**src/pkg/dlpwc_map.svh**
```systemverilog
// Overview of operation
// - Each channel holds a position 0 to 128; 128 is mute, 127 last before.
// - Reset sets both wiper positions to 127 with no host action.
// - Serial port accepts transfers within 10 us after reset release.
// - Buttons and mute are ignored until 50 ms after reset release.
// - Serial enable low keeps the serial port idle, clock and data ignored.
// - Data sampled on serial clock rising edge; host keeps it valid there.
// - Received serial bits become the new positions of both wipers.
// - One serial write carries both positions as two 8-bit words.
// - Each clocked-in bit shifts one bit of current settings out cascade.
// - Speed select high means slow debounce, low means fast debounce.
// - Speed select is captured once after reset; later changes ignored.
// - Attenuate press moves that wiper one step toward the output end.
// - Gain press moves that wiper one step toward the input end.
// - All button inputs are debounced and timed inside the block.
// - Mute button toggles: mute both, next press restores prior positions.
// - Each channel can also be muted by a serial command bit.
// - 16-bit word: bits 6:0 ch0, bit 7 mute ch0; 14:8 ch1, 15 mute ch1.
// - Positions apply only when enable falls after exactly 16 bits.
`ifndef DLPWC_MAP_SVH
`define DLPWC_MAP_SVH

`define DLPWC_POS_MUTE 8'h80
`define DLPWC_POS_LAST 8'h7F
`define DLPWC_POS_MIN 8'h00
`define DLPWC_WORD_BITS 5'h10
`define DLPWC_MUTE_BIT 7

`define DLPWC_OFF_STATUS 12'h000
`define DLPWC_OFF_WIPER 12'h004
`define DLPWC_ST_HWMUTE 16
`define DLPWC_ST_SLOW 17
`define DLPWC_ST_SER_RDY 18
`define DLPWC_ST_BTN_RDY 19

`define DLPWC_CLK_NS 50
`define DLPWC_T_SER_READY_NS 10000
`define DLPWC_T_BTN_READY_NS 50000000
`define DLPWC_T_FAST_DB_NS 50000
`define DLPWC_T_SLOW_DB_NS 1000000
`define DLPWC_T_HOLD_NS 800000000
`define DLPWC_T_REP_NS 25000000
`define DLPWC_CYC(t) (((t) + `DLPWC_CLK_NS - 1) / `DLPWC_CLK_NS)
`define DLPWC_SER_READY_CYC `DLPWC_CYC(`DLPWC_T_SER_READY_NS)
`define DLPWC_BTN_READY_CYC `DLPWC_CYC(`DLPWC_T_BTN_READY_NS)
`define DLPWC_FAST_DB_CYC `DLPWC_CYC(`DLPWC_T_FAST_DB_NS)
`define DLPWC_SLOW_DB_CYC `DLPWC_CYC(`DLPWC_T_SLOW_DB_NS)
`define DLPWC_HOLD_CYC `DLPWC_CYC(`DLPWC_T_HOLD_NS)
`define DLPWC_REP_CYC (`DLPWC_T_REP_NS / `DLPWC_CLK_NS)

`endif

```
**src/pkg/dlpwc_pkg.sv**
```systemverilog
package dlpwc_pkg;
  typedef logic [7:0] dlpwc_pos_t;
  typedef logic [15:0] dlpwc_word_t;
endpackage

```
**src/core/dlpwc_debounce.sv**
```systemverilog
`timescale 1ns/1ps
`default_nettype none
module dlpwc_debounce #(
  parameter int unsigned N = 5,
  parameter int unsigned CW = 25,
  parameter int unsigned HOLD_CYC = 16000000,
  parameter int unsigned REP_CYC = 500000,
  parameter logic [N-1:0] REPEAT_MASK = '1
) (
  // Clock and reset
  input wire logic pclk,
  input wire logic presetn,
  // Control
  input wire logic enable,
  input wire logic [CW-1:0] db_cycles,
  // Buttons, low when closed
  input wire logic [N-1:0] btn_n,
  // One-cycle press events
  output logic [N-1:0] press
);
  logic [N-1:0] meta_reg;
  logic [N-1:0] sync_reg;
  logic [N-1:0] held_reg;
  logic [CW-1:0] dcnt_reg [N];
  logic [CW-1:0] hcnt_reg [N];

  always_ff @(posedge pclk or negedge presetn) begin
    if (!presetn) begin
      meta_reg <= '1;
      sync_reg <= '1;
    end else begin
      meta_reg <= btn_n;
      sync_reg <= meta_reg;
    end
  end

  // Contact must stay put for db_cycles both to close and to reopen
  always_ff @(posedge pclk or negedge presetn) begin
    if (!presetn) begin
      press <= '0;
      held_reg <= '0;
      for (int i = 0; i < N; i++) begin
        dcnt_reg[i] <= '0;
        hcnt_reg[i] <= '0;
      end
    end else if (!enable) begin
      press <= '0;
      held_reg <= '0;
      for (int i = 0; i < N; i++) begin
        dcnt_reg[i] <= '0;
        hcnt_reg[i] <= '0;
      end
    end else begin
      for (int i = 0; i < N; i++) begin
        press[i] <= 1'b0;
        if (!held_reg[i]) begin
          if (!sync_reg[i]) begin
            if (dcnt_reg[i] >= db_cycles - 1'b1) begin
              press[i] <= 1'b1;
              held_reg[i] <= 1'b1;
              dcnt_reg[i] <= '0;
              hcnt_reg[i] <= '0;
            end else begin
              dcnt_reg[i] <= dcnt_reg[i] + 1'b1;
            end
          end else begin
            dcnt_reg[i] <= '0;
          end
        end else if (sync_reg[i]) begin
          if (dcnt_reg[i] >= db_cycles - 1'b1) begin
            held_reg[i] <= 1'b0;
            dcnt_reg[i] <= '0;
          end else begin
            dcnt_reg[i] <= dcnt_reg[i] + 1'b1;
          end
        end else begin
          dcnt_reg[i] <= '0;
          // Long hold repeats after the hold time at the repeat rate
          if (REPEAT_MASK[i]) begin
            if (hcnt_reg[i] >= CW'(HOLD_CYC - 1)) begin
              press[i] <= 1'b1;
              hcnt_reg[i] <= CW'(HOLD_CYC - REP_CYC);
            end else begin
              hcnt_reg[i] <= hcnt_reg[i] + 1'b1;
            end
          end
        end
      end
    end
  end
endmodule // dlpwc_debounce
`default_nettype wire

```
**src/core/dlpwc_top.sv**
```systemverilog
// The APB interface to the registers and the register addresses were left to the implementer.
`timescale 1ns/1ps
`default_nettype none
`include "dlpwc_map.svh"
module dlpwc_top #(
  parameter int unsigned CW = 25,
  parameter int unsigned BTN_READY_CYC = `DLPWC_BTN_READY_CYC,
  parameter int unsigned SLOW_DB_CYC = `DLPWC_SLOW_DB_CYC,
  parameter int unsigned HOLD_CYC = `DLPWC_HOLD_CYC,
  parameter int unsigned REP_CYC = `DLPWC_REP_CYC
) (
  // Clock and reset
  input wire logic pclk,
  input wire logic presetn,
  // APB slave
  input wire logic psel,
  input wire logic penable,
  input wire logic pwrite,
  input wire logic [11:0] paddr,
  input wire logic [31:0] pwdata,
  output logic [31:0] prdata,
  output logic pready,
  output logic pslverr,
  // Serial link
  input wire logic ser_enable,
  input wire logic ser_clk,
  input wire logic ser_data,
  output logic cascade_out,
  // Buttons, low when closed, and the speed select pin
  input wire logic ch0_attenuate_button,
  input wire logic ch0_gain_button,
  input wire logic ch1_attenuate_button,
  input wire logic ch1_gain_button,
  input wire logic mute_button_n,
  input wire logic speed_select,
  // Wiper positions and mute status
  output var dlpwc_pkg::dlpwc_pos_t wiper_terminal_zero,
  output var dlpwc_pkg::dlpwc_pos_t wiper_terminal_one,
  output logic hw_mute_active
);
  logic [2:0] lnk_meta_reg;
  logic [2:0] lnk_sync_reg;
  logic lnk_clk_prev_reg;
  logic lnk_en_prev_reg;
  logic mode_meta_reg;
  logic mode_sync_reg;
  logic mode_taken_reg;
  logic slow_mode_reg;
  logic [CW-1:0] up_cnt_reg;
  logic ser_ready_reg;
  logic btn_ready_reg;
  dlpwc_pkg::dlpwc_word_t shift_reg;
  logic [4:0] bit_cnt_reg;
  logic cout_reg;
  dlpwc_pkg::dlpwc_pos_t pos_reg [2];
  dlpwc_pkg::dlpwc_pos_t save_reg [2];
  logic hw_muted_reg;
  logic [4:0] press;
  logic en_s, clk_s, din_s, clk_rise, en_rise, ser_apply;
  logic apb_setup, apb_done, apb_wr_wiper, apb_mapped;
  logic [31:0] rd_val;

  function automatic dlpwc_pkg::dlpwc_pos_t word_to_pos(
    input logic [7:0] b);
    word_to_pos = b[`DLPWC_MUTE_BIT] ? `DLPWC_POS_MUTE
                                     : {1'b0, b[6:0]};
  endfunction

  function automatic dlpwc_pkg::dlpwc_pos_t step(
    input dlpwc_pkg::dlpwc_pos_t p, input logic att);
    if (att) begin
      step = (p >= `DLPWC_POS_LAST) ? p : p + 8'h01;
    end else if (p == `DLPWC_POS_MIN) begin
      step = p;
    end else if (p == `DLPWC_POS_MUTE) begin
      step = `DLPWC_POS_LAST;
    end else begin
      step = p - 8'h01;
    end
  endfunction

  // Link pins cross into pclk through two flops each
  always_ff @(posedge pclk or negedge presetn) begin
    if (!presetn) begin
      lnk_meta_reg <= '0;
      lnk_sync_reg <= '0;
      lnk_clk_prev_reg <= 1'b0;
      lnk_en_prev_reg <= 1'b0;
    end else begin
      lnk_meta_reg <= {ser_data, ser_clk, ser_enable};
      lnk_sync_reg <= lnk_meta_reg;
      lnk_clk_prev_reg <= lnk_sync_reg[1];
      lnk_en_prev_reg <= lnk_sync_reg[0];
    end
  end

  assign en_s = lnk_sync_reg[0];
  assign clk_s = lnk_sync_reg[1];
  assign din_s = lnk_sync_reg[2];
  assign clk_rise = clk_s && !lnk_clk_prev_reg;
  assign en_rise = en_s && !lnk_en_prev_reg;
  assign ser_apply = ser_ready_reg && lnk_en_prev_reg && !en_s &&
                     (bit_cnt_reg == `DLPWC_WORD_BITS);

  // Power-up timebase, independent of the serial clock
  always_ff @(posedge pclk or negedge presetn) begin
    if (!presetn) begin
      up_cnt_reg <= '0;
      ser_ready_reg <= 1'b0;
      btn_ready_reg <= 1'b0;
    end else begin
      if (up_cnt_reg < CW'(BTN_READY_CYC)) begin
        up_cnt_reg <= up_cnt_reg + 1'b1;
      end
      ser_ready_reg <= up_cnt_reg >= CW'(`DLPWC_SER_READY_CYC - 1);
      btn_ready_reg <= up_cnt_reg >= CW'(BTN_READY_CYC);
    end
  end

  // Speed select taken once, after its synchroniser has settled
  always_ff @(posedge pclk or negedge presetn) begin
    if (!presetn) begin
      mode_meta_reg <= 1'b0;
      mode_sync_reg <= 1'b0;
      mode_taken_reg <= 1'b0;
      slow_mode_reg <= 1'b0;
    end else begin
      mode_meta_reg <= speed_select;
      mode_sync_reg <= mode_meta_reg;
      if (!mode_taken_reg && ser_ready_reg) begin
        slow_mode_reg <= mode_sync_reg;
        mode_taken_reg <= 1'b1;
      end
    end
  end

  // Serial shift path; current settings loaded at enable rise
  always_ff @(posedge pclk or negedge presetn) begin
    if (!presetn) begin
      shift_reg <= '0;
      bit_cnt_reg <= '0;
      cout_reg <= 1'b0;
    end else if (!ser_ready_reg || !en_s) begin
      bit_cnt_reg <= '0;
    end else if (en_rise) begin
      shift_reg <= {pos_reg[1], pos_reg[0]};
      cout_reg <= pos_reg[0][0];
      bit_cnt_reg <= '0;
    end else if (clk_rise) begin
      shift_reg <= {din_s, shift_reg[15:1]};
      cout_reg <= shift_reg[1];
      if (bit_cnt_reg <= `DLPWC_WORD_BITS) begin
        bit_cnt_reg <= bit_cnt_reg + 5'h01;
      end
    end
  end

  // Wipers: serial, then APB, then mute, then buttons
  always_ff @(posedge pclk or negedge presetn) begin
    if (!presetn) begin
      for (int i = 0; i < 2; i++) begin
        pos_reg[i] <= `DLPWC_POS_LAST;
        save_reg[i] <= `DLPWC_POS_LAST;
      end
      hw_muted_reg <= 1'b0;
    end else if (ser_apply) begin
      pos_reg[0] <= word_to_pos(shift_reg[7:0]);
      pos_reg[1] <= word_to_pos(shift_reg[15:8]);
      hw_muted_reg <= 1'b0;
    end else if (apb_wr_wiper) begin
      pos_reg[0] <= word_to_pos(pwdata[7:0]);
      pos_reg[1] <= word_to_pos(pwdata[15:8]);
      hw_muted_reg <= 1'b0;
    end else if (press[4]) begin
      hw_muted_reg <= !hw_muted_reg;
      for (int i = 0; i < 2; i++) begin
        if (!hw_muted_reg) begin
          save_reg[i] <= pos_reg[i];
          pos_reg[i] <= `DLPWC_POS_MUTE;
        end else begin
          pos_reg[i] <= save_reg[i];
        end
      end
    end else if (|press[3:0]) begin
      hw_muted_reg <= 1'b0;
      for (int i = 0; i < 2; i++) begin
        // Press while muted leaves mute, stepping from the saved place
        if (press[2*i] ^ press[2*i+1]) begin
          pos_reg[i] <= step(hw_muted_reg ? save_reg[i] : pos_reg[i],
                             press[2*i]);
        end else if (hw_muted_reg) begin
          pos_reg[i] <= save_reg[i];
        end
      end
    end
  end

  dlpwc_debounce #(
    .N(5),
    .CW(CW),
    .HOLD_CYC(HOLD_CYC),
    .REP_CYC(REP_CYC),
    .REPEAT_MASK(5'h0F)
  ) u_debounce (
    .pclk(pclk),
    .presetn(presetn),
    .enable(btn_ready_reg),
    .db_cycles(slow_mode_reg ? CW'(SLOW_DB_CYC)
                             : CW'(`DLPWC_FAST_DB_CYC)),
    .btn_n({mute_button_n, ch1_gain_button, ch1_attenuate_button,
            ch0_gain_button, ch0_attenuate_button}),
    .press(press)
  );

  // APB: one wait-free access cycle, answer registered at setup
  assign apb_setup = psel && !penable;
  assign apb_done = psel && penable && pready;
  assign apb_mapped = (paddr == `DLPWC_OFF_STATUS) ||
                      (paddr == `DLPWC_OFF_WIPER);
  assign apb_wr_wiper = apb_done && pwrite && (paddr == `DLPWC_OFF_WIPER);

  always_comb begin
    rd_val = '0;
    rd_val[7:0] = pos_reg[0];
    rd_val[15:8] = pos_reg[1];
    if (paddr == `DLPWC_OFF_STATUS) begin
      rd_val[`DLPWC_ST_HWMUTE] = hw_muted_reg;
      rd_val[`DLPWC_ST_SLOW] = slow_mode_reg;
      rd_val[`DLPWC_ST_SER_RDY] = ser_ready_reg;
      rd_val[`DLPWC_ST_BTN_RDY] = btn_ready_reg;
    end
  end

  always_ff @(posedge pclk or negedge presetn) begin
    if (!presetn) begin
      pready <= 1'b0;
      pslverr <= 1'b0;
      prdata <= '0;
    end else begin
      pready <= apb_setup;
      pslverr <= apb_setup && !apb_mapped;
      prdata <= (apb_setup && !pwrite && apb_mapped) ? rd_val : '0;
    end
  end

  assign wiper_terminal_zero = pos_reg[0];
  assign wiper_terminal_one = pos_reg[1];
  assign cascade_out = cout_reg;
  assign hw_mute_active = hw_muted_reg;
endmodule // dlpwc_top
`default_nettype wire

```
**config.mk**
```make
export PLATFORM = sky130hd
export DESIGN_NAME = dlpwc_top
export DESIGN_NICKNAME = d
export VERILOG_FILES = /design/src/pkg/dlpwc_pkg.sv /design/src/core/dlpwc_debounce.sv /design/src/core/dlpwc_top.sv
export VERILOG_INCLUDE_DIRS = /design/src /design/src/pkg
export SDC_FILE = /design/constraint.sdc
export NUM_CORES = 1
export LEC_CHECK = 0
export BUFFER_PORTS_ARGS = -buffer_cell sky130_fd_sc_hd__buf_2
export CORE_MARGIN = 4
export CORE_UTILIZATION = 67
export CTS_CLUSTER_DIAMETER = 50
export DETAILED_ROUTE_END_ITERATION = 10
export PLACE_DENSITY = 0.95
export SLEW_MARGIN = 10
export SYNTH_ARGS = -nofsm -noshare
export SYNTH_HDL_FRONTEND = slang
export SYNTH_SLANG_ARGS = --single-unit
```
**constraint.sdc**
```tcl
create_clock -name pclk -period 6.1 [get_ports pclk]
set_input_delay 1.22 -clock pclk [delete_from_list [all_inputs] [get_ports pclk]]
set_output_delay 1.22 -clock pclk [all_outputs]
set_load 0.03 [all_outputs]
```
==> results of run 1 <==
## cell families after synthesis
logic type,Yosys count
flip-flops,360
other,1
multiplexers,39
AO/OA/AOI/OAI,463
AND/OR/NAND/NOR,845
adder cells (fa/ha/maj),66
XOR/XNOR,98
buffers and inverters,154
## final cells by class
| type | count | area (sq um) |
|---|---|---|
| Clock buffer | 55 | 1170 |
| Clock inverter | 21 | 228 |
| Fill cell | 1781 | 6560 |
| Inverter | 61 | 229 |
| Multi-Input combinational cell | 1568 | 9810 |
| Sequential cell | 360 | 9060 |
| Tap cell | 378 | 473 |
| Timing Repair Buffer | 96 | 553 |
## per-layer routing
layer,track usage [%],share of wire [%],vias to the layer above
met3,4.73,7.8,248
met2,52.0,48,1003
met1,40.0,39,8306
met5,0,0,-
li1,-,-,7563
met4,15.8,5.0,0
## stage by stage
stage | hold WS (ns) | cell area [sq um]
floorplan | 0.331 | 19500
global placement | 0.335 | 20100
detailed placement | 0.336 | 20100
CTS | 0.348 | 21500
global route | 0.355 | 21500
finish | 0.344 | 21500
## cell usage in the layout (no fill, tap or decap), drive strengths merged, types with 57 or more instances in the layout
| cell | instances |
|---|---|
| a21oi | 92 |
| buf | 96 |
| conb | 57 |
| dfrtp | 322 |
| ha | 66 |
| inv | 65 |
| nand2 | 185 |
| nand3 | 115 |
| nor2 | 202 |
| o21ai | 125 |
## Yosys cell counts (19+ instances only)
cell	n	share of area, %
dfstp_2	38	5.2
inv_1	59	1.1
o22ai_1	19	0.62
xor2_1	56	2.5
dfrtp_1	322	42
xnor2_1	42	1.9
nand3_1	115	3.0
ha_1	66	4.3
nor2_1	200	3.9
and3_1	45	1.5
nor3_1	50	1.3
clkbuf_1	64	1.2
a21oi_1	92	2.4
nand4_1	46	1.5
nand2b_1	19	0.62
o21ai_0	118	3.1
and2_1	30	0.97
nor4_1	36	1.2
nand2_1	185	3.6
a31oi_1	21	0.68
mux2i_1	30	1.6
## power by group through the flow
stage	combinational (mW)	clock [mW]	sequential, mW
after floorplan	0.0402	0	2.47
after global placement	0.104	0	2.47
after detailed placement	0.107	0	2.47
after CTS	0.107	2.54	2.42
after global routing	0.121	2.65	2.43
final	0.107	2.52	2.43
## worst register-to-register path: cells and delay by family (launching register included)
| family | cells | cell delay [ns] |
|---|---|---|
| buf+inv | 1 | 0.85 |
| simple gates | 3 | 1.24 |
| compound gates | 2 | 0.87 |
| fa+ha+maj | 1 | 0.59 |
| flops | 1 | 1.00 |
## worst max-delay path by stage
stage	end	slack, ns
2_1_floorplan	wiper_terminal_zero[6]$_DFFE_PN1P_	2.71
3_3_place_gp	u_debounce.hcnt_reg[54]$_DFFE_PN0P_	1.89
3_5_place_dp	u_debounce.dcnt_reg[108]$_DFF_PN0_	1.70
4_1_cts	u_debounce.dcnt_reg[103]$_DFF_PN0_	1.62
5_1_grt	u_debounce.hcnt_reg[53]$_DFFE_PN0P_	1.29
6_report	u_debounce.dcnt_reg[108]$_DFF_PN0_	1.46
==> out/metrics.yaml, run 1 <==
run_status:
  outcome: "finished, final reports clean"
synth:
  avgSynthCellArea_sq_um: 9.54
  synth-edff-count: 0
  synth_top_family_by_area: "simple AND/OR/NAND/NOR gates"
  synthMuxAreaShare_pct: 2.11
  netlist_area_sq_um: 19300
  yosysUniqueCellTypes: 97
  yosysWarnings: 0
  synth_cells: 2026
  ys_seq_elements: 360
  synth-async-reset-ratio_pct: 100
  synthFlopType: "dfrtp_1"
  synth_xor_area_share_pct: 4.44
  synth-seq-area-share_pct: 46.9
  synth-compound-area-share_pct: 16.3
  synth_fa_ha_area_share_pct: 4.27
  synthSimpleGateAreaFrac_pct: 22.5
global_routing:
  grt_pass1_vias: 16700
  grtUsageTotal_pct: 31.2
  overflow: 0
  antenna_found_initial: 0
  grt_pass1_wl_mm: 81.7
  grt_max_degree: 135
setup_path:
  cp-start-kind: "flop"
  cp_slowest_cell: "dfrtp_1"
  critPathRequiredTime_ns: 6.53
  max_stage_delay_ns: 1.00
  path_cells: "inv_1 -> ha_1 -> a2111oi_0 -> o22ai_1 -> nor2_1 -> nand4_1 -> nor2_1"
  path_common_cell: "nor2_1"
  rr_worst_depth: 7
  crit_buf_inv: 1
  regToRegStartpoint: "slow_mode_reg$_DFFE_PN0P_"
  path_class: "reg2reg"
  endpoint_kind: "flop"
  critPathMaxFanout: 26
  startpoint: "slow_mode_reg$_DFFE_PN0P_"
  crit_family: "simple AND/OR/NAND/NOR gates"
  rr_endpoint: "u_debounce.dcnt_reg[108]$_DFF_PN0_"
  setup.reg_to_reg.worst_slack_ns: 1.46
  arrival_ns: 5.07
  path_depth: 7
routing:
  drc: 0
  num_vias: 17100
  antenna_left: 0
  drt_pre_antenna_iters: 6
  drtIter0Drc: 2096
  route.detailed.wl_per_inst_microns: 19.5
  wl_mm: 49.4
  viasPerCell: 6.74
cts:
  cts-root-buf: "clkbuf_16"
  cts.sinks: 360
  post-cts-setup-buffer-count: 0
  cts_tree: "yes"
  clock_path_buffers: 3
  hold_buffers: 0
  cts_resized: 0
  clk_latency_ns: 0.54
  clk_pin_slew_ns: 0.06
  cts_buffers: 41
  htreeDepth: 2
place:
  post-place-ws_ns: 1.70
  dp_hpwl_mm: 31.1
  io_buffers: 81
  placed_cells: 2462
  gp_congestion: 0.955
hold_path:
  hp-class: "reg2reg"
  min_to: "lnk_sync_reg[1]$_DFF_PN0_"
  worstHoldStart: "lnk_meta_reg[1]$_DFF_PN0_"
  hold_depth: 0
layout:
  finalNonFillerCells: 2539
  final_core_util_pct: 76.6
  drive_gt1_share_pct: 11.6
  diodes: 0
  area_delta_synth_final_pct: 11.4
  largest_reg_flops: 125
  nets: 2252
sta:
  fin_crit_ns: 4.64
  worst_slack_ns: 1.46
  finClkSkew_ns: 0.0175
  slew_headroom_pct: 21.8
  tns_ns: 0
  post-route-period-util_pct: 76.1
  tightest_slew_ns: 1.16
  drv_slew: 0
  rsz0062_at_grt: "false"
  fmaxAchievable_mhz: 215
  hold_violations: 0
  setup_violations: 0
power:
  pwr-share-clk_pct: 49.9
  p_int_mw: 3.94
  p_comb_share_pct: 2.1
  cellLeakagePower_nw: 9.50
  power_density_nw_per_um2: 235
  p_total_mw: 5.06
  seq_power_share_pct: 48.0
  switching_share_pct: 22.2
  vdd_drop_max_v: 0.000218
  netSwitchingPower_mw: 1.12
run:
  drv_cap: 0
die:
  initial_core_util_pct: 68.8
  die_y_microns: 178
  core_area_sq_um: 28100
  die_x_microns: 178
  pin_count: 110
  placement_rows: 61
  die_area_sq_um: 31600
(Power assumes the default switching activity.)
==> inputs of run 2 (changes only) <==
--- a/config.mk
+++ b/config.mk
@@ -8,10 +8,10 @@
 export LEC_CHECK = 0
 export BUFFER_PORTS_ARGS = -buffer_cell sky130_fd_sc_hd__buf_2
 export CORE_MARGIN = 4
-export CORE_UTILIZATION = 67
+export CORE_UTILIZATION = 62
 export CTS_CLUSTER_DIAMETER = 50
 export DETAILED_ROUTE_END_ITERATION = 10
-export PLACE_DENSITY = 0.95
+export PLACE_DENSITY = 0.92
 export SLEW_MARGIN = 10
 export SYNTH_ARGS = -nofsm -noshare
 export SYNTH_HDL_FRONTEND = slang
==> constraint.sdc (replaced) <==
create_clock -name pclk -period 4.4 [get_ports pclk]
set_input_delay 0.88 -clock pclk [delete_from_list [all_inputs] [get_ports pclk]]
set_output_delay 0.88 -clock pclk [all_outputs]
set_load 0.03 [all_outputs]
==> run 2 against run 1 <==
Net effect: final cell count is 1.3% higher; worst setup slack worse by 0.68 ns; largest cell class unchanged; first-iteration DRC count is 15% lower; critical path depth is 2 higher; sequential cell count stayed put; core utilization is 6.0 points lower; non-clock buffer count is 15 higher; power is 38% higher; clock-buffer cell count is 6 higher; clock power is 37% higher; combinational power is 42% higher; worst hold slack better by 0.010 ns; largest power group unchanged.
==> out/metrics.yaml, run 2 (synthesis results as in run 1) <==
hold_path:
  hp-class: "reg2reg"
  min_to: "u_debounce.sync_reg[1]$_DFF_PN1_"
  worstHoldStart: "u_debounce.meta_reg[1]$_DFF_PN1_"
  hold_depth: 0
cts:
  cts_resized: 0
  cts.sinks: 360
  cts-root-buf: "clkbuf_16"
  cts_tree: "yes"
  cts_buffers: 42
  clk_pin_slew_ns: 0.07
  clk_latency_ns: 0.54
  post-cts-setup-buffer-count: 0
  hold_buffers: 0
  htreeDepth: 2
  clock_path_buffers: 3
routing:
  drt_pre_antenna_iters: 6
  wl_mm: 48.2
  drc: 0
  drtIter0Drc: 1787
  highest_layer: "met4"
  viasPerCell: 6.48
  antenna_left: 0
  wl_met3_mm: 3.56
  num_vias: 16700
  wl_met2_mm: 23.7
  met1Wirelength_mm: 19.2
  route.detailed.wl_per_inst_microns: 18.7
setup_path:
  critPathMaxFanout: 30
  cp_slowest_cell: "dfrtp_2"
  max_stage_delay_ns: 0.74
  rr_endpoint: "wiper_terminal_zero[3]$_DFFE_PN1P_"
  setup.reg_to_reg.worst_slack_ns: 0.78
  endpoint_kind: "flop"
  cp-start-kind: "flop"
  path_cells: "inv_1 -> a21boi_0 -> ha_1 -> or4bb_1 -> a22o_1 -> o21ai_0 -> nand2_1 -> a32o_1 -> a41o_1"
  arrival_ns: 4.09
  rr_worst_depth: 9
  regToRegStartpoint: "hw_mute_active$_DFFE_PN0P_"
  path_class: "reg2reg"
  critPathRequiredTime_ns: 4.87
layout:
  fill_cells: 2131
  largest_reg_flops: 125
  drive_gt1_share_pct: 12.1
  final_common_cell: "dfrtp_1"
  area_delta_synth_final_pct: 12.1
  nets: 2268
  diodes: 0
  layout_common_cells: "321 x dfrtp_1, 200 x nor2_1, 185 x nand2_1"
sta:
  fmaxAchievable_mhz: 276
  tightest_slew_ns: 1.27
  fin_crit_ns: 3.62
  rsz0062_at_grt: "false"
  setup_violations: 0
  tns_ns: 0
  finClkSkew_ns: 0.0321
  slew_headroom_pct: 15.0
  post-route-period-util_pct: 82.3
  drv_slew: 0
  hold_violations: 0
  worst_slack_ns: 0.778
global_routing:
  grtUsageTotal_pct: 28.3
  antenna_found_initial: 0
  grt_pass1_vias: 16600
  grt_max_degree: 107
  grt_pass1_wl_mm: 80.8
  overflow: 0
die:
  die_area_sq_um: 34100
  placement_rows: 64
  pin_count: 110
  die_y_microns: 185
  core_area_sq_um: 30700
  die_x_microns: 185
  initial_core_util_pct: 63.0
place:
  gp_congestion: 0.965
  dp_hpwl_mm: 33.0
  post-place-ws_ns: 0.855
  io_buffers: 81
run_status:
  outcome: "finished, final reports clean"
power:
  p_total_mw: 6.96
  vdd_drop_max_v: 0.000293
  power_density_nw_per_um2: 322
  cellLeakagePower_nw: 9.58
run:
  drv_cap: 0
run 2: cell types whose count changed in the layout (fill, tap and decap cells not counted), moves of 2 or more:
cell	before	now
clkbuf_1	7	10
clkinv_2	5	7
inv_6	4	1
buf_4	13	28
clkbuf_8	5	8
clkinvlp_4	5	2
run 2: area by class of cell:
type	instances	area [sq um]	share of cell area, %
clock buffer	61	1220	5.65
clock inverter	16	161	0.745
inverter	61	229	1.06
multi-input combinational	1568	9820	45.4
sequential	360	9060	41.8
tap	396	495	2.29
timing repair buffer	111	666	3.07
run 2: worst max-delay path: cells and delay by family (launching register included):
| family | cells | cell delay (ns) |
|---|---|---|
| fa+ha+maj | 1 | 0.27 |
| compound gates | 5 | 1.63 |
| flops | 1 | 0.74 |
| simple gates | 2 | 0.66 |
| buf+inv | 1 | 0.26 |
run 2: worst max path at each step:
stage / end / slack, ns / start / depth (start not counted)
final: wiper_terminal_zero[3]$_DFFE_PN1P_ / 0.78 / hw_mute_active$_DFFE_PN0P_ / 9
after floorplan: wiper_terminal_zero[6]$_DFFE_PN1P_ / 1.01 / hw_mute_active$_DFFE_PN0P_ / 13
after global routing: wiper_terminal_zero[1]$_DFFE_PN1P_ / 0.55 / hw_mute_active$_DFFE_PN0P_ / 9
after global placement: wiper_terminal_zero[1]$_DFFE_PN1P_ / 0.90 / hw_mute_active$_DFFE_PN0P_ / 9
after CTS: wiper_terminal_zero[1]$_DFFE_PN1P_ / 0.84 / hw_mute_active$_DFFE_PN0P_ / 9
after detailed placement: wiper_terminal_zero[1]$_DFFE_PN1P_ / 0.85 / hw_mute_active$_DFFE_PN0P_ / 9
run 2: stage by stage:
| stage | hold WS, ns | util [%] | cells | area (sq um) |
|---|---|---|---|---|
| final | 0.354 | 70.6 | 2573 | 21700 |
| after global routing | 0.360 | 70.6 | 2573 | 21700 |
| after CTS | 0.355 | 70.6 | 2572 | 21600 |
| after detailed placement | 0.347 | 66.0 | 2495 | 20300 |
| after global placement | 0.346 | 66.0 | 2495 | 20300 |
| after floorplan | 0.331 | - | 2082 | 19500 |
run 2: metal layers:
metal | vias up | track usage, %
met2 | 825 | 47.8
met5 | - | 0
met1 | 8089 | 37.2
met3 | 167 | 4.28
li1 | 7600 | -
met4 | 0 | 11.0
run 2: power by group:
| part | internal, mW | leakage, nW | switching (mW) | total (mW) |
|---|---|---|---|---|
| registers | 3.35 | 4.75 | 0.0151 | 3.36 |
| clock network | 2.07 | 0.682 | 1.38 | 3.45 |
| logic | 0.0360 | 4.15 | 0.116 | 0.152 |
| total | 5.45 | 9.58 | 1.51 | 6.96 |
